==> src/acu_defines.svh <==
// Constants for the adapter-control register bank
`ifndef ACU_DEFINES_SVH
`define ACU_DEFINES_SVH
// Bit positions
`define ACU_B_NTYPE0   0
`define ACU_B_NTYPE2   2
`define ACU_B_SWACK    4
`define ACU_B_DDIR     5
`define ACU_B_SWREQ    6
`define ACU_B_PDMAEN   7
`define ACU_B_ADAPTER_RESET_BIT   8
`define ACU_B_CPHALT   9
`define ACU_B_BOOT     10
`define ACU_B_RSV      11
`define ACU_B_SYS_INT_ENABLE   12
`define ACU_B_PEN      13
`define ACU_B_NSPEED   14
`define ACU_B_NTYPE    15
// Reset values of stored bits
`define ACU_RST_SYS_INT_ENABLE 1'h0
`define ACU_RST_PDMAEN 1'h0
`define ACU_RST_SWACK  1'h0
`define ACU_RST_CPHALT 1'h1
`define ACU_RST_ADAPTER_RESET_BIT 1'h1
`define ACU_RST_NSPEED 1'h0
`define ACU_RST_NTYPE  1'h1
`endif

==> src/acu_pkg.sv <==
// Types for the adapter-control register bank
package acu_pkg;
  typedef enum logic [1:0] {
    ACU_NET_RSVD  = 2'h0,
    ACU_NET_TR16  = 2'h1,
    ACU_NET_8023  = 2'h2,
    ACU_NET_TR4   = 2'h3
  } acu_net_t;
endpackage

==> src/acu_adapter_control.sv <==
// Adapter-control register: upper control bits, host interrupt and pseudo-DMA request logic
`include "acu_defines.svh"

module acu_adapter_control
  import acu_pkg::*;
(
  // Clock, reset, enable
  input wire logic i_mclk,
  input wire logic i_srst,
  input wire logic i_ce,
  // Host register port
  input wire logic i_wr,
  input wire logic [15:0] i_wdata,
  output logic [15:0] o_rdata,
  // Adapter-side signals
  input wire logic i_host_int_flag,
  input wire logic i_hold_req,
  input wire logic i_ddir,
  input wire logic i_clk_fail,
  input wire logic i_chapter_boot,
  input wire logic i_mem_cycle,
  input wire logic i_cas_slot,
  input wire logic [15:0] i_xfer_data,
  input wire logic i_xfer_parity,
  input wire logic i_xfer_valid,
  // Strap pins
  input wire logic i_boot_default_strap,
  input wire logic i_parity_default_strap,
  input wire logic i_net_type_strap0,
  input wire logic i_net_type_strap1,
  input wire logic i_net_type_strap2,
  // Outputs
  output logic o_host_int_request,
  output logic o_column_strobe_out_n,
  output logic o_rom_enable_out_n,
  output logic o_parity_error,
  output logic o_net_speed_select_out,
  output logic o_net_type_select_out,
  output logic o_adapter_reset,
  output logic o_cp_halt,
  output logic o_pdma_active
);

  // ----------------------------------------
  // Pin synchronisers
  // ----------------------------------------
  logic [4:0] pin_s1_q, pin_s2_q;
  logic strap_take_q;
  always_ff @(posedge i_mclk) begin
    if (i_ce) begin
      pin_s1_q <= {i_boot_default_strap, i_parity_default_strap, i_net_type_strap2,
                   i_net_type_strap1, i_net_type_strap0};
      pin_s2_q <= pin_s1_q;
    end
  end

  // ----------------------------------------
  // Control register
  // ----------------------------------------
  logic boot_q, boot_d, sys_int_enable_q, sys_int_enable_d, pen_q, pen_d;
  logic pdmaen_q, pdmaen_d, swack_q, swack_d, cphalt_q, cphalt_d;
  logic adapter_reset_bit_q, adapter_reset_bit_d, nspeed_q, nspeed_d, ntype_q, ntype_d;
  logic strap_take_d;

  always_comb begin
    boot_d = boot_q;
    sys_int_enable_d = sys_int_enable_q;
    pen_d = pen_q;
    pdmaen_d = pdmaen_q;
    swack_d = swack_q;
    cphalt_d = cphalt_q;
    adapter_reset_bit_d = adapter_reset_bit_q | i_clk_fail;
    nspeed_d = nspeed_q;
    ntype_d = ntype_q;
    strap_take_d = 1'h0;
    // Straps are caught four cycles after reset, once synchronisers hold them
    if (strap_take_q) begin
      boot_d = pin_s2_q[4];
      pen_d = pin_s2_q[3];
    end
    if (i_wr) begin
      boot_d = i_wdata[`ACU_B_BOOT];
      sys_int_enable_d = i_wdata[`ACU_B_SYS_INT_ENABLE];
      pen_d = i_wdata[`ACU_B_PEN];
      pdmaen_d = i_wdata[`ACU_B_PDMAEN];
      // Ack may only become one in pseudo-DMA mode
      swack_d = i_wdata[`ACU_B_SWACK] & i_wdata[`ACU_B_PDMAEN];
      cphalt_d = i_wdata[`ACU_B_CPHALT];
      // Clock failure sets reset; a write cannot clear it in the same cycle
      adapter_reset_bit_d = i_wdata[`ACU_B_ADAPTER_RESET_BIT] | i_clk_fail;
      if (adapter_reset_bit_q) begin
        nspeed_d = i_wdata[`ACU_B_NSPEED];
        ntype_d = i_wdata[`ACU_B_NTYPE];
      end
    end
  end

  logic [1:0] take_cnt_q;
  always_ff @(posedge i_mclk) begin
    if (i_srst) begin
      boot_q <= 1'h0;
      pen_q <= 1'h0;
      sys_int_enable_q <= `ACU_RST_SYS_INT_ENABLE;
      pdmaen_q <= `ACU_RST_PDMAEN;
      swack_q <= `ACU_RST_SWACK;
      cphalt_q <= `ACU_RST_CPHALT;
      adapter_reset_bit_q <= `ACU_RST_ADAPTER_RESET_BIT;
      nspeed_q <= `ACU_RST_NSPEED;
      ntype_q <= `ACU_RST_NTYPE;
      take_cnt_q <= 2'h0;
      strap_take_q <= 1'h0;
    end else if (i_ce) begin
      boot_q <= boot_d;
      sys_int_enable_q <= sys_int_enable_d;
      pen_q <= pen_d;
      pdmaen_q <= pdmaen_d;
      swack_q <= swack_d;
      cphalt_q <= cphalt_d;
      adapter_reset_bit_q <= adapter_reset_bit_d;
      nspeed_q <= nspeed_d;
      ntype_q <= ntype_d;
      if (take_cnt_q != 2'h3) begin
        take_cnt_q <= take_cnt_q + 2'h1;
      end
      strap_take_q <= (take_cnt_q == 2'h2);
    end
  end

  // ----------------------------------------
  // Pseudo-DMA and host interrupt
  // ----------------------------------------
  logic pdma_req, pdma_act, int_d, int_q;
  always_comb begin
    pdma_req = pdmaen_q & i_hold_req & ~swack_q;
    pdma_act = pdmaen_q & i_hold_req & swack_q;
    int_d = pdma_req | (sys_int_enable_q & i_host_int_flag);
  end

  always_ff @(posedge i_mclk) begin
    if (i_srst) begin
      int_q <= 1'h0;
    end else if (i_ce) begin
      int_q <= int_d;
    end
  end

  // ----------------------------------------
  // Memory strobes and parity
  // ----------------------------------------
  // RAM boot needs CAS in boot chapters, ROM boot uses ROM enable instead
  logic cas_d, rom_d, perr_d, cas_q, rom_q, perr_q;
  always_comb begin
    cas_d = ~(i_mem_cycle & i_cas_slot & (boot_q | ~i_chapter_boot));
    rom_d = ~(i_mem_cycle & i_chapter_boot & ~boot_q);
    perr_d = pen_q & i_xfer_valid & ~(^{i_xfer_data, i_xfer_parity});
  end

  always_ff @(posedge i_mclk) begin
    if (i_srst) begin
      cas_q <= 1'h1;
      rom_q <= 1'h1;
      perr_q <= 1'h0;
    end else if (i_ce) begin
      cas_q <= cas_d | adapter_reset_bit_q;
      rom_q <= rom_d | adapter_reset_bit_q;
      perr_q <= perr_d & ~adapter_reset_bit_q;
    end
  end

  // ----------------------------------------
  // Outputs and readback
  // ----------------------------------------
  always_comb begin
    o_rdata = 16'h0;
    o_rdata[`ACU_B_NTYPE2:`ACU_B_NTYPE0] = pin_s2_q[2:0];
    o_rdata[`ACU_B_SWACK] = swack_q;
    o_rdata[`ACU_B_DDIR] = i_ddir;
    o_rdata[`ACU_B_SWREQ] = i_hold_req;
    o_rdata[`ACU_B_PDMAEN] = pdmaen_q;
    o_rdata[`ACU_B_ADAPTER_RESET_BIT] = adapter_reset_bit_q;
    o_rdata[`ACU_B_CPHALT] = cphalt_q;
    o_rdata[`ACU_B_BOOT] = boot_q;
    o_rdata[`ACU_B_SYS_INT_ENABLE] = sys_int_enable_q;
    o_rdata[`ACU_B_PEN] = pen_q;
    o_rdata[`ACU_B_NSPEED] = nspeed_q;
    o_rdata[`ACU_B_NTYPE] = ntype_q;
  end

  assign o_host_int_request = int_q;
  assign o_column_strobe_out_n = cas_q;
  assign o_rom_enable_out_n = rom_q;
  assign o_parity_error = perr_q;
  assign o_net_speed_select_out = nspeed_q;
  assign o_net_type_select_out = ntype_q;
  assign o_adapter_reset = adapter_reset_bit_q;
  assign o_cp_halt = cphalt_q;
  assign o_pdma_active = pdma_act;
endmodule

==> config.mk <==
export PLATFORM = sky130hd
export DESIGN_NAME = acu_adapter_control
export DESIGN_NICKNAME = d
export VERILOG_FILES = /design/src/acu_pkg.sv /design/src/acu_adapter_control.sv
export VERILOG_INCLUDE_DIRS = /design/src
export SDC_FILE = /design/constraint.sdc
export NUM_CORES = 1
export LEC_CHECK = 0
export BUFFER_PORTS_ARGS = -buffer_cell sky130_fd_sc_hd__buf_2
export CORE_MARGIN = 2
export CORE_UTILIZATION = 25
export DETAILED_ROUTE_END_ITERATION = 8
export PLACE_DENSITY = 0.57
export SYNTH_ARGS = -nofsm -noshare
export SYNTH_HDL_FRONTEND = slang
export SYNTH_SLANG_ARGS = --single-unit
==> constraint.sdc <==
create_clock -name i_mclk -period 1.55 [get_ports i_mclk]
set_input_delay 0.0775 -clock i_mclk [delete_from_list [all_inputs] [get_ports i_mclk]]
set_output_delay 0.0775 -clock i_mclk [all_outputs]
set_load 0.02 [all_outputs]
# Word-level counts from Yosys, hierarchy flattened
# Cells that the tools add are included.
# word_totals
in_bits	50
word_cells	56
ff_bits	26
# classes
muxes	5
add_sub_neg	1
n_reduce_logical	6
bitwise_logic	25
eq_ne	2
# op_table
cell	count
$reduce_xor 17->1	1
$and 1x1->1	12
$not 1->1	7
$or 1x1->1	6
$reduce_and 2->1	3
$mux 1	5
$reduce_and 3->1	1
$add 2x1->2 const B	1
$eq 2x2->1 const B	1
$ne 2x2->1 const B	1
$reduce_bool 2->1	1

# Longest topological paths before layout
# Gate-level depths: netlist of the first run.
# logic_depth
depth_word	5
ltp_mapped	5

# Worst setup path before layout of the first run
# No wires, ideal clock.
# synth_timing
path_kind	input -> register
start	input port i_xfer_data[14]
end	register perr_q, in the netlist o_parity_error
arrival_time_ns	1.054
n_path_buf	0
cell_stages	5
t_required_ns	1.466
slack_ns	0.411
setup_time_ns	0.084
path_cell_list	xor2_1 xnor2_1 xnor3_1 xnor2_1 o31ai_2
# synth_between
elab_chain_cells	4
# synth_rtl
element	line_no	text
start, declared	acu_adapter_control.sv:23	input wire logic [15:0] i_xfer_data,
$reduce_xor 17->1	acu_adapter_control.sv:155	perr_d = pen_q & i_xfer_valid & ~(^{i_xfer_data, i_xfer_parity});
$not 1->1	acu_adapter_control.sv:155	
$and 1x1->1	acu_adapter_control.sv:155	
$and 1x1->1	acu_adapter_control.sv:166	perr_q <= perr_d & ~adapter_reset_bit_q;
end signal, assigned	acu_adapter_control.sv:166	
end, declared	acu_adapter_control.sv:151	logic cas_d, rom_d, perr_d, cas_q, rom_q, perr_q;
# No other way between the ends.
# A chain may end at the register's enable or synchronous reset.

# Worst setup path after layout of the first run
# layout_timing
start	register take_cnt_q[0]
end	register take_cnt_q[1]
# layout_between
elab_chain_cells	2
word_cells_on_any_way	3
# layout_rtl
element	line_no	text
start, declared	acu_adapter_control.sv:98	logic [1:0] take_cnt_q;
start signal, assigned	acu_adapter_control.sv:123	take_cnt_q <= take_cnt_q + 2'h1;
$ne 2x2->1	acu_adapter_control.sv:122	if (take_cnt_q != 2'h3) begin
$reduce_and 2->1 (no source line)	n/a	
# Several ways; a longest one is shown, not always the timed one.

==> flow_summary.ini, run 1 <==
[outcome]
outcome = finished clean

[global_routing]
grt_pass1_vias = 885
overflow = 0
grt_pass1_wl_um = 4010
grtUsageTotal_pct = 9.39
antenna_found_initial = 0
grt_max_degree = 18

[timing]
hold_slack_ns = 0.0291
period_share_pct = 70.3
drv_slew = 0
finalHoldViolations = 0
setup_tns_ns = 0
clock_skew_ns = 0.00305
finalCriticalPeriod_ns = 1.09
rsz0062_at_grt = no
setup_viol = 0
timing.fmax_mhz = 918

[power_and_ir_drop]
p_leak_nw = 0.717
vdd_drop_max_uv = 457
power.density_mw_per_mm2 = 902

[die]
fp-row-count = 25
initial_core_util_pct = 26.3
fp.dieH_um = 75.0
fp.dieArea_mm2 = 0.00562
core_region_area_mm2 = 0.00479
die_x_um = 75.0
io_pins = 75

[worst_setup_path]
timing.rr.start = take_cnt_q[0]
crit_path_start = take_cnt_q[0]
worst-path-max-fanout = 3
path_buf_inv = 0
path_class = reg2reg
crit_slowest_cell = dfxtp_1
crit_chain = ha_1 > nor2b_1 > nor2_1 > a211oi_1
setup.worst_path.start_class = flip-flop
worstPathArrival_ns = 1.28
max_stage_delay_ns = 0.35
required_ns = 1.74
cp-end-kind = flip-flop
path_delay_family = flip-flops

[synthesis]
synth_cells = 117
synth_edf_count = 10
avgSynthCellArea_um2 = 10.8
ys_seq_elements = 26
synth_common_cells = 16 x buf_4, 16 x dfxtp_1, 13 x xnor2_1
synth_top_family_by_area = XOR/XNOR gates
synth_compound_area_share_pct = 8.45
yosysUniqueCellTypes = 29
synth_top_flop_cell = dfxtp_1
ys_async_sr_fraction_pct = 0
yosysTopAreaCell = dfxtp_1
synth.area.mux_share_pct = 3.98
yosysTopAreaCellShare_pct = 25.4
synth_xor_area_share_pct = 12.8
yosys_warnings = 0
syn_area_mm2 = 0.00126
yosys.area_share.simple_pct = 12.1
synthAdderAreaFrac_pct = 1.99
synth_area_leaders = dfxtp_1 25%, edfxtp_1 24%, buf_4 9.5%
yosysSeqAreaShare_pct = 49.3

[clocking]
post_cts_buffers = 0
htree_levels = 1
tritoncts = done
cts_made_buffers = 3
clock_latency_ns = 0.26
cts_root_buf = clkbuf_8
clk_pin_slew_ns = 0.09
cts-resized-gates = 0
cts.sinks = 26
cts_buffer_depth = 2

[drt]
vias = 960
routed_via_density = 4.03
first_iter_violations = 36
final_antenna_net_count = 0
drc_errors = 0
wl_per_cell_um = 10.7
wirelength_um = 2550
dr.pass1.iters = 4

[min_path]
hp-start = i_wdata[15]
worst_hold_path_type = in2reg

[layout]
antenna_cells = 0
fill_cells = 515
drive_above_1_share_pct = 40.4
nets = 224
final_area_mm2 = 0.00163
syn2layout_area_growth_pct = 29.4

[flow_run]
cap_violations = 0

[placed_design]
io_buffers = 63
dp_hpwl_um = 1960
place_area_mm2 = 0.00153
place.gp.congestion = 0.685
==> registers in the layout, indices dropped and copies added, names as in the netlist <==
signal / cells
o_net_type_select_out: 1
take_cnt_q: 2
boot_q: 1
o_host_int_request: 1
strap_take_q: 1
o_column_strobe_out_n: 1
o_cp_halt: 1
o_parity_error: 1
o_rom_enable_out_n: 1
swack_q: 1
sys_int_enable_q: 1
pin_s1_q: 5
o_adapter_reset: 1
pin_s2_q: 5
pdmaen_q: 1
o_net_speed_select_out: 1
pen_q: 1
==> repair_timing <==
item,CTS,global route
hold endpoints to repair,5,0
hold buffers,5,0
endpoints found under the setup margin,0,0
==> tightest hold or removal path, cell delays in order <==
cell and delay, ns:
buf_2 0.08, mux2i_1 0.05, nand2b_1 0.06
==> placed cells by master, fill, tap and decap left out, drive strengths merged, types with 2 or more instances in the layout <==
cell type	instances
o21ai	2
nand3	5
clkbuf	3
nand2b	4
edfxtp	10
buf	64
conb	2
dfxtp	16
nor2b	3
a211oi	3
ha	2
nand2	7
mux2i	5
xnor2	14
nor2	8
o21a	2
and3	2
a21oi	3
dlygate4sd3	5
==> routing by layer <==
metal  up-vias  part of all wire (%)  track usage (%)
met5         -                     0                0
met2        33                    49             16.0
met1       437                    41             10.7
met3         2                    10             4.69
li1        488                     -                -
met4         0                  0.43             1.79
==> kinds of logic after synthesis <==
family	count (synthesis)
adder cells (fa/ha/maj)	2
XOR/XNOR	16
AND/OR/NAND/NOR	31
buffers and inverters	21
other	1
AO/OA/AOI/OAI	15
multiplexers	5
flip-flops	26
==> final cells by class <==
cell class | count | area [um2] | area share [%]
sequential | 26 | 621 | 38.1
multi-input combinational | 71 | 503 | 30.9
timing repair buffer | 69 | 373 | 22.9
tap | 67 | 83.8 | 5.15
clock buffer | 3 | 41.3 | 2.53
clock inverter | 1 | 3.75 | 0.230
inverter | 1 | 3.75 | 0.230
==> power by group <==
| group | internal, mW | leakage (nW) | switching [mW] | total (mW) |
|---|---|---|---|---|
| logic | 0.164 | 0.465 | 0.151 | 0.315 |
| registers | 0.752 | 0.229 | 0.0208 | 0.773 |
| clock network | 0.177 | 0.0231 | 0.204 | 0.381 |
| total | 1.09 | 0.717 | 0.376 | 1.47 |
==> path summary, 6_finish.rpt <==
check / to / slack, ns / depth (start not counted)
setup / recovery: take_cnt_q[1] / 0.46 / 4
hold / removal: o_net_type_select_out / 0.03 / 3
setup reg to reg: take_cnt_q[1] / 0.46 / 4
hold reg to reg: pin_s2_q[1] / 0.42 / 0
==> metrics by stage <==
stage,setup slack (ns),total power [mW],utilization [%],cells
finish,0.461,1.47,34.0,238
floorplan,0.411,1.02,-,118
CTS,0.454,1.50,34.0,238
detailed placement,0.247,1.10,32.1,229
global route,0.363,1.55,34.0,238
global placement,0.244,1.09,32.1,229
Note: power is estimated with default switching activity, not from simulation.
==> inputs of run 2 (changes only) <==
==> constraint.sdc (replaced) <==
create_clock -name i_mclk -period 1.1 [get_ports i_mclk]
set_input_delay 0.055 -clock i_mclk [delete_from_list [all_inputs] [get_ports i_mclk]]
set_output_delay 0.055 -clock i_mclk [all_outputs]
set_load 0.02 [all_outputs]
==> run 2 against run 1 <==
Effect of this change: clock-buffer cell count rose by 1; non-clock buffer count up 2; die area unchanged; worst setup slack got worse by 0.39 ns; worst hold slack got worse by 0.020 ns.
==> flow_summary.ini, run 2 (synthesis gave the netlist of run 1 again) <==
[drt]
drc_errors = 0
wl_per_cell_um = 10.8
wirelength_um = 2590
first_iter_violations = 14
dr.pass1.iters = 4
routed_via_density = 4.08
vias = 978
final_antenna_net_count = 0

[die]
fp-row-count = 25
io_pins = 75
die_x_um = 75.0
core_region_area_mm2 = 0.00479
initial_core_util_pct = 26.3
fp.dieH_um = 75.0
fp.dieArea_mm2 = 0.00562

[placed_design]
dp_hpwl_um = 2020
io_buffers = 63
place_inst = 231
place.gp.congestion = 0.728

[layout]
fill_cells = 509
final_util_pct = 34.7
top_regs = pin_s1_q x5, pin_s2_q x5, take_cnt_q x2
nets = 226
layout_common_cells = 63 x buf_2, 15 x dfxtp_1, 11 x xnor2_1
antenna_cells = 0
drive_above_1_share_pct = 43.4
syn2layout_area_growth_pct = 32.1
final_common_cell = buf_2
instances_no_fill = 240

[clocking]
tritoncts = done
htree_levels = 1
cts_buffer_depth = 2
post_cts_buffers = 0
cts_root_buf = clkbuf_8
cts_made_buffers = 3
clk_pin_slew_ns = 0.08
cts.sinks = 26
clock_latency_ns = 0.26

[power_and_ir_drop]
power.density_mw_per_mm2 = 1260
p_leak_nw = 0.738
vdd_drop_max_uv = 523

[global_routing]
grt_max_degree = 18
grt_pass1_wl_um = 3910
antenna_found_initial = 0
grtUsageTotal_pct = 9.22
grt_pass1_vias = 932
overflow = 0

[timing]
clock_skew_ns = 0.000787
drv_slew = 0
period_share_pct = 93.2
finalHoldViolations = 0
finalCriticalPeriod_ns = 1.03
setup_viol = 0
rsz0062_at_grt = no
timing.fmax_mhz = 975

[worst_setup_path]
worstPathArrival_ns = 1.21
crit_chain = ha_1 > nor2b_2 > nor2_1 > a211oi_1
crit_slowest_cell = dfxtp_1
path_class = reg2reg
cp-end-kind = flip-flop
worst-path-max-fanout = 3
setup.worst_path.start_class = flip-flop
r2r_slack_ns = 0.07
path_buf_inv = 0
max_stage_delay_ns = 0.34
required_ns = 1.29
path_delay_family = flip-flops

[flow_run]
cap_violations = 0

[min_path]
worst_hold_path_type = in2reg

[outcome]
outcome = finished clean
## run 2: final cells by class
type / count / area [um2] / area share (%)
clock buffers: 4 / 45.0 / 2.71
inverters: 1 / 3.75 / 0.226
multi-input cells: 71 / 520 / 31.3
flip-flops and latches: 26 / 622 / 37.4
well taps: 67 / 83.8 / 5.04
repair buffers: 71 / 388 / 23.3
## run 2: path summary, 6_finish.rpt
path,from,end,cells after the start
max,take_cnt_q[0],take_cnt_q[1],4
min,i_wdata[15],o_net_type_select_out,3
max reg2reg,take_cnt_q[0],take_cnt_q[1],4
min reg2reg,pin_s1_q[4],pin_s2_q[4],0
## run 2: power by group
| group | internal (mW) | switching [mW] | leakage, nW | total, mW |
|---|---|---|---|---|
| clock network | 0.259 | 0.283 | 0.0228 | 0.542 |
| registers | 1.06 | 0.0316 | 0.228 | 1.09 |
| logic | 0.244 | 0.216 | 0.487 | 0.460 |
## run 2: repair_timing
| item | in CTS | in global routing |
|---|---|---|
| hold endpoints to repair | 5 | 0 |
| gates resized for setup | 0 | 2 |
| hold buffers | 5 | 0 |
| setup endpoints to repair | 0 | 4 |
## run 2: worst register-to-register path, delay by kind of cell (launching register included)
| kind | cells | cell delay [ns] |
|---|---|---|
| DFF | 1 | 0.34 |
| AOI/OAI and AO/OA | 1 | 0.19 |
| adders and majority gates | 1 | 0.21 |
| and+or+nand+nor | 2 | 0.21 |
## run 2: per-layer routing
layer / track usage [%] / part of all wire [%] / up-vias
li1: - / - / 493
met1: 9.13 / 39 / 432
met2: 17.2 / 47 / 51
met3: 4.42 / 14 / 2
met4: 2.38 / 0.42 / 0
met5: 0 / 0 / -
## run 2: through the flow
step / hold WS, ns / setup WS (ns) / TNS [ns] / power [mW] / cell area, um2
floorplan: 0.149 / 0.00409 / 0 / 1.45 / 1280
global route: 0.0250 / 0.00838 / 0 / 2.21 / 1660
CTS: 0.00337 / 0.0247 / 0 / 2.14 / 1660
finish: 0.00934 / 0.0747 / 0 / 2.09 / 1660
global placement: 0.110 / -0.158 / -0.158 / 1.56 / 1560
detailed placement: 0.110 / -0.204 / -0.204 / 1.57 / 1560
